===== config.mk =====
export PLATFORM = sky130hd
export DESIGN_NAME = pid_top
export DESIGN_NICKNAME = d
export VERILOG_FILES = /design/src/hdl/pid_top.v /design/src/hdl/pid_fifo.v
export VERILOG_INCLUDE_DIRS = /design/src /design/src/hdl
export SDC_FILE = /design/constraint.sdc
export NUM_CORES = 2
export LEC_CHECK = 0
export ABC_CLOCK_PERIOD_IN_PS = 69900
export BUFFER_PORTS_ARGS = -buffer_cell sky130_fd_sc_hd__buf_4
export CAP_MARGIN = 10
export CORE_AREA = 2 2 370 409
export DETAILED_ROUTE_END_ITERATION = 6
export DIE_AREA = 0 0 372 411
export GPL_TIMING_DRIVEN = 0
export PLACE_DENSITY_LB_ADDON = 0.25
export SLEW_MARGIN = 10
export SYNTH_ARGS = -nofsm -noshare
export SYNTH_HDL_FRONTEND = slang
export SYNTH_SLANG_ARGS = --single-unit

===== constraint.sdc =====
create_clock -name ref_clk -period 69.9 [get_ports ref_clk]
set_input_delay 3.495 -clock ref_clk [delete_from_list [all_inputs] [get_ports ref_clk]]
set_output_delay 3.495 -clock ref_clk [all_outputs]
set_load 0.01 [all_outputs]

===== src/hdl/pid_defs.vh =====
// Shared constants for the prioritised interrupt controller with micro DMA
`ifndef PID_DEFS_VH
`define PID_DEFS_VH

// Channel counts
`define PID_NCH         45
`define PID_NDMA        4
`define PID_TC_CH0      41
`define PID_NMI_CH      0
`define PID_WDT_CH      1

// Special-register map on the 8-bit register port
`define PID_LVL_BASE    8'h90
`define PID_SVEC_BASE   8'hC0
`define PID_CLR_ADDR    8'hC8

// Priority levels
`define PID_LVL_OFF     3'h0
`define PID_LVL_FIXED   3'h7
`define PID_LVL_DMA     3'h6
`define PID_MASK_RST    3'h0
`define PID_STK_DEPTH   8

// Control-register selectors on the load port
`define PID_CR_SRC      2'h0
`define PID_CR_DST      2'h1
`define PID_CR_CNT      2'h2
`define PID_CR_MODE     2'h3

// Transfer mode field, bits 4:2 of the mode register
`define PID_M_DINC      3'h0
`define PID_M_DDEC      3'h1
`define PID_M_SINC      3'h2
`define PID_M_SDEC      3'h3
`define PID_M_FIX       3'h4
`define PID_M_CNT       3'h5

// Transfer size field, bits 1:0 of the mode register
`define PID_SZ_BYTE     2'h0
`define PID_SZ_WORD     2'h1
`define PID_SZ_QUAD     2'h2

// Reset values of the per-channel registers
`define PID_PTR_RST     32'h00000000
`define PID_CNT_RST     16'h0000
`define PID_MODE_RST    5'h00

// Data buffer in the transfer path: size, destination address, data
`define PID_FIFO_DEPTH  16
`define PID_FIFO_AW     4
`define PID_FIFO_W      58

`endif


===== src/hdl/pid_top.v =====
// Interrupt controller with 45 request channels and four micro DMA channels
//
// Notes on behaviour
// - Mode 000 copies fixed source to destination, then destination rises by size.
// - Mode 001 copies fixed source to destination, then destination falls by size.
// - Mode 010 copies source to fixed destination, then source rises by size.
// - Mode 011 copies source to fixed destination, then source falls by size.
// - Mode 100 copies between two fixed addresses; only the count drops.
// - Size 00 byte, 01 word, 10 four bytes; zero count raises transfer complete.
// - Addresses move after the transfer; each transfer uses the old address.
// - 45 channels, each with request flag, level and start-vector routing.
// - Flag clears on reset, vector take, clear port and DMA acceptance.
// - Levels 1 to 6 are live; level 0 or 7 blocks the source.
// - Non-maskable pin and watchdog channels always run at level 7.
// - Equal levels resolve to the lowest vector first.
// - Bits 3 and 7 of each level register read the request flags.
// - Only the highest pending request and its vector go to the CPU.
// - Accept only above the mask or at level 7; acceptance sets mask to level plus one, capped at 7.
// - Return from interrupt restores the stacked mask.
// - Four start vectors route a source to micro DMA instead of service.
// - Simultaneous DMA requests serve the lowest channel first.
// - A DMA request competes at level 6 whatever the source level.
// - Zero count clears the channel start vector.
`include "pid_defs.vh"

module pid_top (
    input  wire        ref_clk,
    input  wire        rst,
    input  wire [44:0] req_in,
    input  wire        reg_wr,
    input  wire        reg_rd,
    input  wire [7:0]  reg_addr,
    input  wire [7:0]  reg_wdata,
    output reg  [7:0]  reg_rdata_q,
    input  wire        cr_wr,
    input  wire        cr_rd,
    input  wire [1:0]  cr_ch,
    input  wire [1:0]  cr_sel,
    input  wire [31:0] cr_wdata,
    output reg  [31:0] cr_rdata_q,
    output reg         irq_req_q,
    output reg  [2:0]  irq_level_q,
    output reg  [7:0]  irq_vector_q,
    input  wire        irq_take,
    input  wire        return_from_interrupt,
    output reg  [2:0]  cpu_level_mask_q,
    output wire        mem_rd_req,
    output wire [23:0] mem_rd_addr,
    output wire [1:0]  mem_rd_size,
    input  wire        mem_rd_ack,
    input  wire [31:0] mem_rd_data,
    output wire        mem_wr_req,
    output wire [23:0] mem_wr_addr,
    output wire [1:0]  mem_wr_size,
    output wire [31:0] mem_wr_data,
    input  wire        mem_wr_ready,
    output reg  [3:0]  transfer_complete_irq_q
);
    localparam ST_IDLE = 2'h0;
    localparam ST_READ = 2'h1;
    localparam ST_CNT  = 2'h2;

    reg  [44:0]  flag_q;
    reg  [2:0]   lvl_q [0:44];
    reg  [7:0]   svec_q [0:3];
    reg  [31:0]  channel_source_pointer_q [0:3];
    reg  [31:0]  channel_dest_pointer_q [0:3];
    reg  [15:0]  channel_remaining_count_q [0:3];
    reg  [4:0]   channel_transfer_mode_q [0:3];
    reg  [2:0]   stk_q [0:7];
    reg  [3:0]   sp_q;
    reg  [1:0]   st_q;
    reg  [1:0]   cur_q;
    wire [44:0]  flag_set;
    wire [44:0]  flag_clr;
    wire [44:0]  routed;
    wire [134:0] elig_lvl;
    wire [179:0] match;
    wire [3:0]   dma_pend;
    wire         clr_wr;
    wire         dma_go;
    wire [2:0]   cur_mode;
    wire [1:0]   cur_size;
    wire [31:0]  step;
    wire [15:0]  cnt_dec;
    wire         fifo_in_ready;
    wire         fifo_push;
    wire [57:0]  fifo_out;
    reg  [1:0]   pick;
    reg  [2:0]   best_lvl;
    reg  [5:0]   best_idx;
    reg          found;
    reg  [7:0]   rd_mux;
    integer      j;
    integer      k;
    integer      jr;
    integer      kp;
    integer      ks;

    assign clr_wr   = reg_wr && (reg_addr == `PID_CLR_ADDR);
    assign cur_mode = channel_transfer_mode_q[cur_q][4:2];
    assign cur_size = channel_transfer_mode_q[cur_q][1:0];
    assign cnt_dec  = channel_remaining_count_q[cur_q] - 16'h0001;

    // Per-channel flag, level, routing and eligible level
    genvar gi;
    genvar gk;
    generate
        for (gi = 0; gi < `PID_NCH; gi = gi + 1) begin : g_ch
            localparam integer VI  = gi + 1;
            localparam integer LAI = `PID_LVL_BASE + gi / 2;
            localparam integer NIB = gi % 2;
            wire [2:0] eff;
            for (gk = 0; gk < `PID_NDMA; gk = gk + 1) begin : g_m
                // Start-vector match of this channel on DMA channel gk
                assign match[gk*45+gi] = (svec_q[gk] == VI[7:0]);
            end
            assign routed[gi] = match[gi] | match[45+gi] | match[90+gi] | match[135+gi];
            if (gi == 44) begin : g_tc3
                assign flag_set[gi] = req_in[gi] | transfer_complete_irq_q[3];
            end else if (gi >= `PID_TC_CH0) begin : g_tc
                assign flag_set[gi] = req_in[gi] | transfer_complete_irq_q[gi-41];
            end else begin : g_pl
                assign flag_set[gi] = req_in[gi];
            end
            // Clear by vector take, clear port or DMA acceptance
            assign flag_clr[gi] = (irq_take && irq_vector_q == VI[7:0])
                                | (clr_wr && reg_wdata == VI[7:0])
                                | (dma_go && match[pick*45+gi]);
            // Fixed top level for the non-maskable pair, 0 and 7 block
            assign eff = (gi == `PID_NMI_CH || gi == `PID_WDT_CH) ? `PID_LVL_FIXED
                       : (lvl_q[gi] == `PID_LVL_FIXED) ? `PID_LVL_OFF : lvl_q[gi];
            assign elig_lvl[gi*3 +: 3] = (flag_q[gi] && !routed[gi]) ? eff : `PID_LVL_OFF;

            // Request flag: set wins over clear
            always @(posedge ref_clk) begin
                if (rst) begin
                    flag_q[gi] <= 1'b0;
                end else begin
                    flag_q[gi] <= flag_set[gi] | (flag_q[gi] & ~flag_clr[gi]);
                end
            end

            // Level setting field in its nibble
            always @(posedge ref_clk) begin
                if (rst) begin
                    lvl_q[gi] <= `PID_LVL_OFF;
                end else if (reg_wr && reg_addr == LAI[7:0]) begin
                    lvl_q[gi] <= reg_wdata[NIB*4 +: 3];
                end
            end
        end
        for (gk = 0; gk < `PID_NDMA; gk = gk + 1) begin : g_pend
            assign dma_pend[gk] = |(flag_q & match[gk*45 +: 45]);
        end
    endgenerate

    // Highest level wins, ties to the lowest vector
    always @* begin
        best_lvl = `PID_LVL_OFF;
        best_idx = 6'h00;
        found    = 1'b0;
        for (j = 44; j >= 0; j = j - 1) begin
            if (elig_lvl[j*3 +: 3] != `PID_LVL_OFF && elig_lvl[j*3 +: 3] >= best_lvl) begin
                best_lvl = elig_lvl[j*3 +: 3];
                best_idx = j[5:0];
                found    = 1'b1;
            end
        end
    end

    // Lowest numbered DMA channel first
    always @* begin
        pick = 2'h0;
        for (kp = 3; kp >= 0; kp = kp - 1) begin
            if (dma_pend[kp]) begin
                pick = kp[1:0];
            end
        end
    end

    // DMA competes at level 6 against the mask
    assign dma_go = (st_q == ST_IDLE) && (|dma_pend) && (cpu_level_mask_q < `PID_LVL_DMA);

    // Forward request, level and vector to the CPU
    always @(posedge ref_clk) begin
        if (rst) begin
            irq_req_q    <= 1'b0;
            irq_level_q  <= `PID_LVL_OFF;
            irq_vector_q <= 8'h00;
        end else begin
            irq_req_q    <= found && !irq_take && (best_lvl > cpu_level_mask_q
                                                   || best_lvl == `PID_LVL_FIXED);
            irq_level_q  <= best_lvl;
            irq_vector_q <= {2'b00, best_idx} + 8'h01;
        end
    end

    // Level mask with save stack
    always @(posedge ref_clk) begin
        if (rst) begin
            cpu_level_mask_q <= `PID_MASK_RST;
            sp_q             <= 4'h0;
        end else if (irq_take && irq_req_q) begin
            stk_q[sp_q[2:0]] <= cpu_level_mask_q;
            if (sp_q != `PID_STK_DEPTH) begin
                sp_q <= sp_q + 4'h1;
            end
            cpu_level_mask_q <= (irq_level_q == `PID_LVL_FIXED) ? `PID_LVL_FIXED
                              : irq_level_q + 3'h1;
        end else if (return_from_interrupt && sp_q != 4'h0) begin
            cpu_level_mask_q <= stk_q[sp_q[2:0] - 3'h1];
            sp_q             <= sp_q - 4'h1;
        end
    end

    // Start vectors: software sets, terminal count clears
    always @(posedge ref_clk) begin
        if (rst) begin
            for (ks = 0; ks < `PID_NDMA; ks = ks + 1) begin
                svec_q[ks] <= 8'h00;
            end
        end else begin
            for (ks = 0; ks < `PID_NDMA; ks = ks + 1) begin
                if (reg_wr && reg_addr == `PID_SVEC_BASE + ks[7:0]) begin
                    svec_q[ks] <= reg_wdata;
                end else if (st_q == ST_CNT && cur_q == ks[1:0] && cnt_dec == 16'h0000) begin
                    svec_q[ks] <= 8'h00;
                end
            end
        end
    end

    // Register read mux with live flags in bits 3 and 7
    always @* begin
        rd_mux = 8'h00;
        for (jr = 0; jr < `PID_NCH; jr = jr + 1) begin
            if (reg_addr == `PID_LVL_BASE + jr[8:1]) begin
                rd_mux[(jr%2)*4 +: 4] = {flag_q[jr], lvl_q[jr]};
            end
        end
        for (jr = 0; jr < `PID_NDMA; jr = jr + 1) begin
            if (reg_addr == `PID_SVEC_BASE + jr[7:0]) begin
                rd_mux = svec_q[jr];
            end
        end
    end

    always @(posedge ref_clk) begin
        if (rst) begin
            reg_rdata_q <= 8'h00;
            cr_rdata_q  <= 32'h00000000;
        end else begin
            if (reg_rd) begin
                reg_rdata_q <= rd_mux;
            end
            if (cr_rd) begin
                case (cr_sel)
                    `PID_CR_SRC: cr_rdata_q <= channel_source_pointer_q[cr_ch];
                    `PID_CR_DST: cr_rdata_q <= channel_dest_pointer_q[cr_ch];
                    `PID_CR_CNT: cr_rdata_q <= {16'h0000, channel_remaining_count_q[cr_ch]};
                    default:     cr_rdata_q <= {27'h0, channel_transfer_mode_q[cr_ch]};
                endcase
            end
        end
    end

    // Transfer size in bytes
    assign step = (cur_size == `PID_SZ_BYTE) ? 32'h00000001
                : (cur_size == `PID_SZ_WORD) ? 32'h00000002 : 32'h00000004;

    // Read side issues only while the buffer can take the word
    assign mem_rd_req  = (st_q == ST_READ) && fifo_in_ready;
    assign mem_rd_addr = channel_source_pointer_q[cur_q][23:0];
    assign mem_rd_size = cur_size;
    assign fifo_push   = mem_rd_req && mem_rd_ack;

    // Engine state and channel registers
    always @(posedge ref_clk) begin
        if (rst) begin
            st_q                    <= ST_IDLE;
            cur_q                   <= 2'h0;
            transfer_complete_irq_q <= 4'h0;
            for (k = 0; k < `PID_NDMA; k = k + 1) begin
                channel_source_pointer_q[k]  <= `PID_PTR_RST;
                channel_dest_pointer_q[k]    <= `PID_PTR_RST;
                channel_remaining_count_q[k] <= `PID_CNT_RST;
                channel_transfer_mode_q[k]   <= `PID_MODE_RST;
            end
        end else begin
            transfer_complete_irq_q <= 4'h0;
            case (st_q)
                ST_IDLE: begin
                    if (dma_go) begin
                        cur_q <= pick;
                        case (channel_transfer_mode_q[pick][4:2])
                            `PID_M_CNT: st_q <= ST_CNT;
                            `PID_M_DINC, `PID_M_DDEC, `PID_M_SINC, `PID_M_SDEC,
                            `PID_M_FIX: st_q <= ST_READ;
                            default:    st_q <= ST_IDLE;
                        endcase
                    end
                end
                ST_READ: begin
                    if (fifo_push) begin
                        // Pointers move after the old values were used
                        case (cur_mode)
                            `PID_M_DINC: channel_dest_pointer_q[cur_q] <=
                                channel_dest_pointer_q[cur_q] + step;
                            `PID_M_DDEC: channel_dest_pointer_q[cur_q] <=
                                channel_dest_pointer_q[cur_q] - step;
                            `PID_M_SINC: channel_source_pointer_q[cur_q] <=
                                channel_source_pointer_q[cur_q] + step;
                            `PID_M_SDEC: channel_source_pointer_q[cur_q] <=
                                channel_source_pointer_q[cur_q] - step;
                            default: st_q <= ST_CNT;
                        endcase
                        st_q <= ST_CNT;
                    end
                end
                ST_CNT: begin
                    if (cur_mode == `PID_M_CNT) begin
                        channel_source_pointer_q[cur_q] <=
                            channel_source_pointer_q[cur_q] + 32'h00000001;
                    end
                    channel_remaining_count_q[cur_q] <= cnt_dec;
                    if (cnt_dec == 16'h0000) begin
                        transfer_complete_irq_q[cur_q] <= 1'b1;
                    end
                    st_q <= ST_IDLE;
                end
                default: st_q <= ST_IDLE;
            endcase
            // Control-register load port, low five mode bits kept
            if (cr_wr) begin
                case (cr_sel)
                    `PID_CR_SRC: channel_source_pointer_q[cr_ch] <= cr_wdata;
                    `PID_CR_DST: channel_dest_pointer_q[cr_ch] <= cr_wdata;
                    `PID_CR_CNT: channel_remaining_count_q[cr_ch] <= cr_wdata[15:0];
                    default:     channel_transfer_mode_q[cr_ch] <= cr_wdata[4:0];
                endcase
            end
        end
    end

    // Buffer between read and write sides; write port stalls it
    pid_fifo #(
        .W     (`PID_FIFO_W),
        .DEPTH (`PID_FIFO_DEPTH),
        .AW    (`PID_FIFO_AW)
    ) u_fifo (
        .ref_clk   (ref_clk),
        .rst       (rst),
        .in_data   ({cur_size, channel_dest_pointer_q[cur_q][23:0], mem_rd_data}),
        .in_valid  (fifo_push),
        .in_ready  (fifo_in_ready),
        .out_data  (fifo_out),
        .out_valid (mem_wr_req),
        .out_ready (mem_wr_ready)
    );

    assign mem_wr_size = fifo_out[57:56];
    assign mem_wr_addr = fifo_out[55:32];
    assign mem_wr_data = fifo_out[31:0];
endmodule // pid_top


===== src/hdl/pid_fifo.v =====
// Parameterised flip-flop FIFO with valid/ready on both sides
module pid_fifo #(
    parameter W     = 58,
    parameter DEPTH = 16,
    parameter AW    = 4
) (
    input  wire         ref_clk,
    input  wire         rst,
    input  wire [W-1:0] in_data,
    input  wire         in_valid,
    output wire         in_ready,
    output wire [W-1:0] out_data,
    output wire         out_valid,
    input  wire         out_ready
);
    reg  [W-1:0] mem_q [0:DEPTH-1];
    reg  [AW-1:0] wr_ptr_q;
    reg  [AW-1:0] rd_ptr_q;
    reg  [AW:0]   fill_q;
    wire          push;
    wire          pop;

    // Honest full and empty from the fill count
    assign in_ready  = (fill_q != DEPTH);
    assign out_valid = (fill_q != 0);
    assign push      = in_valid & in_ready;
    assign pop       = out_valid & out_ready;
    assign out_data  = mem_q[rd_ptr_q];

    // Storage write
    always @(posedge ref_clk) begin
        if (push) begin
            mem_q[wr_ptr_q] <= in_data;
        end
    end

    // Pointers and fill level
    always @(posedge ref_clk) begin
        if (rst) begin
            wr_ptr_q <= {AW{1'b0}};
            rd_ptr_q <= {AW{1'b0}};
            fill_q   <= {(AW+1){1'b0}};
        end else begin
            if (push) begin
                wr_ptr_q <= wr_ptr_q + 1'b1;
            end
            if (pop) begin
                rd_ptr_q <= rd_ptr_q + 1'b1;
            end
            if (push && !pop) begin
                fill_q <= fill_q + 1'b1;
            end else if (pop && !push) begin
                fill_q <= fill_q - 1'b1;
            end
        end
    end
endmodule // pid_fifo


==> results of run 1 <==
==> kinds of logic after synthesis <==
group / share of synthesized area (%)
other: 0.003961
DFF: 49.02
AOI/OAI and AO/OA: 12.12
adders and majority gates: 3.071
xor gates and xnor gates: 0.8127
muxes: 17.52
and+or+nand+nor: 14.22
buffers and inverters: 3.231
==> timing repair <==
item / 4_1_cts
buffers inserted: 9
gates resized for setup: 56
hold buffers: 0
setup endpoints to repair: 10
cloned: 0
pin swaps: 5
==> per-stage QoR <==
step / cells / worst slack, ns / hold WS (ns)
global placement: 10340 / 0.7155 / 0.4653
CTS: 10720 / 0.005016 / 0.4866
detailed placement: 10430 / -3.139 / 0.4761
floorplan: 8120 / 11.90 / 0.4491
==> per-layer routing <==
layer / track usage [%] / overflow
met1: 79.86 / 0
met2: 86.98 / 1
met3: 64.84 / 3
met4: 63.66 / 0
met5: 37.89 / 0
==> impl_metrics.py, run 1 <==
metrics = {
    "floorplan": {
        "pin_count": 284,
        "start_util_pct": 63.56,
        "rows": 149,
        "die_w_um": 372,
        "chipHeight_um": 411,
    },
    "logic_synthesis": {
        "synth.avg_cell_area_sq_um": 11.66,
        "synthCells": 8119,
        "synthArstFlopShare_pct": 0,
        "ys_ff_latch": 1589,
        "yosysTopAreaCell": "edfxtp_1",
        "ys_types": 119,
        "yosysMostFrequentCell": "edfxtp_1",
        "synth_area_sq_um": 94680,
        "yosysWarnings": 0,
        "synth_ff_type": "edfxtp_1",
        "synth_area_leaders": "edfxtp_1 46%, mux4_2 14%, nand2_1 3.6%, nor2_1 3.3%, ha_1 3.0%",
        "synth-edff-count": 1459,
        "synth_top_area_share_pct": 46.27,
        "synth_seq_area_share_pct": 49.02,
        "synthTopCellsByCount": "1,459 x edfxtp_1, 917 x nand2_1, 841 x nor2_1",
    },
    "clock_tree": {
        "cts_sinks": 1589,
        "cts_made_buffers": 154,
        "cts_root_buf": "clkbuf_16",
        "clk_path_buf_depth": 3,
        "cts_max_level": 4,
    },
    "global_route": {
        "grt_max_degree": 27,
        "grt-ovfl-total": 4,
        "grt_util_all_layers_pct": 75.19,
    },
    "sta": {
        "grt-worst-endpoint": "irq_req_q$_SDFF_PP0_/D",
        "worst_endpoint_kind": "register input",
    },
    "place": {
        "place_congestion": 1.175,
        "dpl.hpwl_mm": 341.3,
        "io_buffers": 260,
        "placed_cell_area_sq_um": 100700,
    },
    "outcome": {
        "haltStage": "global routing (5_1_grt)",
        "tool.error": "[ERROR GRT-0232] Routing congestion too high. Check the congestion heatmap in the GUI.",
        "status": "aborted with a tool error",
    },
}
==> inputs of run 2 (changes only) <==
--- a/config.mk
+++ b/config.mk
@@ -9,11 +9,11 @@
 export ABC_CLOCK_PERIOD_IN_PS = 69900
 export BUFFER_PORTS_ARGS = -buffer_cell sky130_fd_sc_hd__buf_4
 export CAP_MARGIN = 10
-export CORE_AREA = 2 2 370 409
+export CORE_AREA = 2 2 490 492
 export DETAILED_ROUTE_END_ITERATION = 6
-export DIE_AREA = 0 0 372 411
+export DIE_AREA = 0 0 492 494
 export GPL_TIMING_DRIVEN = 0
-export PLACE_DENSITY_LB_ADDON = 0.25
+export PLACE_DENSITY_LB_ADDON = 0.15
 export SLEW_MARGIN = 10
 export SYNTH_ARGS = -nofsm -noshare
 export SYNTH_HDL_FRONTEND = slang
==> impl_metrics.py, run 2 <==
metrics = {
    "logic_synthesis": {
        "synthArstFlopShare_pct": 0,
        "synth_area_sq_um": 94680,
        "synth_top_area_share_pct": 46.27,
        "synth_ff_type": "edfxtp_1",
        "ys_ff_latch": 1589,
        "yosysTopAreaCell": "edfxtp_1",
        "synth-edff-count": 1459,
        "synth.avg_cell_area_sq_um": 11.66,
        "yosysWarnings": 0,
        "synth_area_leaders": "edfxtp_1 46%, mux4_2 14%, nand2_1 3.6%, nor2_1 3.3%, ha_1 3.0%",
        "synth_seq_area_share_pct": 49.02,
        "yosysMostFrequentCell": "edfxtp_1",
        "synthTopCellsByCount": "1,459 x edfxtp_1, 917 x nand2_1, 841 x nor2_1",
        "ys_types": 119,
        "synthCells": 8119,
    },
    "pwr": {
        "p_int_w": 0.002811,
        "peakVddDrop_mv": 0.2624,
        "powerDensity_nw_per_um2": 47.22,
        "pwr-share-comb_pct": 59.8,
        "pwr-share-seq_pct": 21.7,
        "power_w": 0.005158,
        "clockPowerShare_pct": 18.5,
        "power_switching_w": 0.002347,
        "swShare_pct": 45.50,
        "p_leak_nw": 37.59,
    },
    "floorplan": {
        "chipHeight_um": 494,
        "core_area_sq_um": 237400,
        "start_util_pct": 39.88,
        "die_w_um": 492,
        "die_area_sq_um": 243000,
        "pin_count": 284,
        "rows": 179,
    },
    "drt": {
        "vias": 78370,
        "drtPass1Iterations": 6,
        "via_per_inst": 6.516,
        "drc": 0,
        "drt_iter0_markers": 10280,
        "drtAntennaViolNets": 0,
        "drt_wl_total_mm": 462.0,
        "wire_per_inst_um": 38.41,
    },
    "clock_tree": {
        "cts_max_level": 4,
        "cts_root_buf": "clkbuf_16",
        "ctsHoldBuffers": 0,
        "clk-insertion-delay-late_ns": 0.94,
        "cts_made_buffers": 174,
        "cts_tree": "yes",
        "cts_sinks": 1589,
        "clk_path_buf_depth": 3,
        "path_clk_slew_ns": 0.06,
    },
    "sta": {
        "relSlewSlack_pct": 5.892,
        "tns_ns": 0,
        "period_minus_slack_ns": 65.43,
        "slew_violations": 0,
        "finalClockSkew_ns": 0.1483,
        "fmax_mhz": 15.28,
        "min_period_over_period_pct": 93.61,
        "finalHoldViolCount": 0,
        "fin_worst_hold_slack_ns": 0.4847,
        "worst_pin_slew_ns": 1.412,
        "setup_viol": 0,
    },
    "finish": {
        "fin_util_pct": 46.01,
        "nNetsFinal": 9058,
        "reg_top3": "u_fifo.mem_q x928, lvl_q x135",
        "stdcell_count": 12030,
        "largest_reg_flops": 928,
        "final_common_cell": "edfxtp_1",
        "regMostFlops": "u_fifo.mem_q",
        "final_layout_size_suffix_gt1_share_pct": 19.14,
        "area_delta_synth_final_pct": 15.36,
        "final_cell_mix": "1,459 x edfxtp_1, 917 x nand2_1, 826 x nor2_1",
    },
    "global_route": {
        "grt-ovfl-total": 0,
        "grt_pass1_vias": 74100,
        "grt_util_all_layers_pct": 37.10,
        "antenna_found_initial": 46,
        "grt_max_degree": 27,
        "grt_pass1_wl_mm": 623.3,
    },
    "hold_path": {
        "hp-class": "reg -> reg",
    },
    "worst_setup_path": {
        "cp_common_cell": "a21o_1",
        "worstSetupStartpointType": "register",
        "worstPathArrival_ns": 66.24,
        "path_class": "reg -> reg",
        "max_stage_delay_ns": 0.61,
        "critPathMaxFanout": 9,
        "worstPathRequired_ns": 70.71,
        "cp_slowest_cell": "or4_1",
        "worstSetupEndpointType": "register",
    },
    "flow_run": {
        "maxCapViolations": 0,
    },
    "place": {
        "place_congestion": 1.046,
        "dpl.hpwl_mm": 357.0,
        "io_buffers": 260,
        "placed_cells": 11660,
    },
    "outcome": {
        "status": "finished clean",
    },
}
[run 2: cell counts after synthesis]
Identical to the previous run, type by type.
[run 2: layout make-up]
| cell class | count | area (sq um) |
|---|---|---|
| antenna | 27 | 67.56 |
| buffer | 556 | 2491 |
| clock buffer | 220 | 4672 |
| clock inverter | 100 | 1252 |
| fill | 21990 | 128200 |
| inverter | 159 | 596.8 |
| multi-input combinational | 5815 | 45990 |
| sequential | 1589 | 46410 |
| tap | 3167 | 3963 |
| timing repair buffer | 394 | 3766 |
[run 2: stage by stage]
stage	instance area [sq um]	setup slack (ns)
after global placement	100600	-2.808
final	109200	4.468
after CTS	108700	0.003787
after global routing	109200	-0.07645
after floorplan	94680	11.90
after detailed placement	102700	-1.828
[run 2: what timing repair did]
| action | in CTS | in global routing |
|---|---|---|
| pin swaps | 1 | 9 |
| endpoints found under the setup margin | 8 | 10 |
| buffers inserted | 1 | 19 |
| resized for setup | 16 | 66 |
| cloned | 0 | 0 |
[run 2: kinds of logic after synthesis]
family	synth area share, %
compound gates	12.12
xor+xnor	0.8127
fa+ha+maj	3.071
buf+inv	3.231
flops	49.02
mux	17.52
other cells	0.003961
simple gates	14.22
[run 2: worst max-delay path, delay by kind of cell, from the launching register on]
| family | cells | cell delay, ns |
|---|---|---|
| compound gates | 162 | 29.33 |
| fa+ha+maj | 45 | 11.90 |
| buf+inv | 28 | 3.44 |
| flops | 1 | 0.38 |
| mux | 4 | 1.48 |
| simple gates | 112 | 18.68 |
[run 2: path summary, 6_finish.rpt]
path | start | to | slack, ns | cells after the start
worst min-delay path | reg_rdata_q[4]$_SDFFE_PP0P_ | reg_rdata_q[4]$_SDFFE_PP0P_ | 0.48 | 2
worst max-delay path | svec_q[1][6]$_SDFFCE_PP0P_ | irq_req_q$_SDFF_PP0_ | 4.47 | 351
worst min register to register | reg_rdata_q[4]$_SDFFE_PP0P_ | reg_rdata_q[4]$_SDFFE_PP0P_ | 0.48 | 2
worst max register to register | svec_q[1][6]$_SDFFCE_PP0P_ | irq_req_q$_SDFF_PP0_ | 4.47 | 351
[run 2: power groups by stage]
stage | registers (W) | clock network (W) | logic, W
6_report | 0.00112 | 0.000952 | 0.00309
4_1_cts | 0.00112 | 0.000963 | 0.00295
5_1_grt | 0.00112 | 0.000998 | 0.00338
3_3_place_gp | 0.00114 | 0 | 0.00290
2_1_floorplan | 0.00111 | 0 | 0.00201
3_5_place_dp | 0.00114 | 0 | 0.00292
[run 2: metal layers]
metal / track usage (%) / vias up / part of all wire (%) / wire, um
met2: 55.82 / 4438 / 44 / 201600
met5: 0 / - / 0.017 / 80
met4: 20.64 / 14 / 6.6 / 30580
li1: - / 32590 / - / -
met3: 8.453 / 966 / 9.3 / 42740
met1: 49.61 / 40370 / 40 / 186900
No activity file was read; power rests on OpenSTA's default activity.
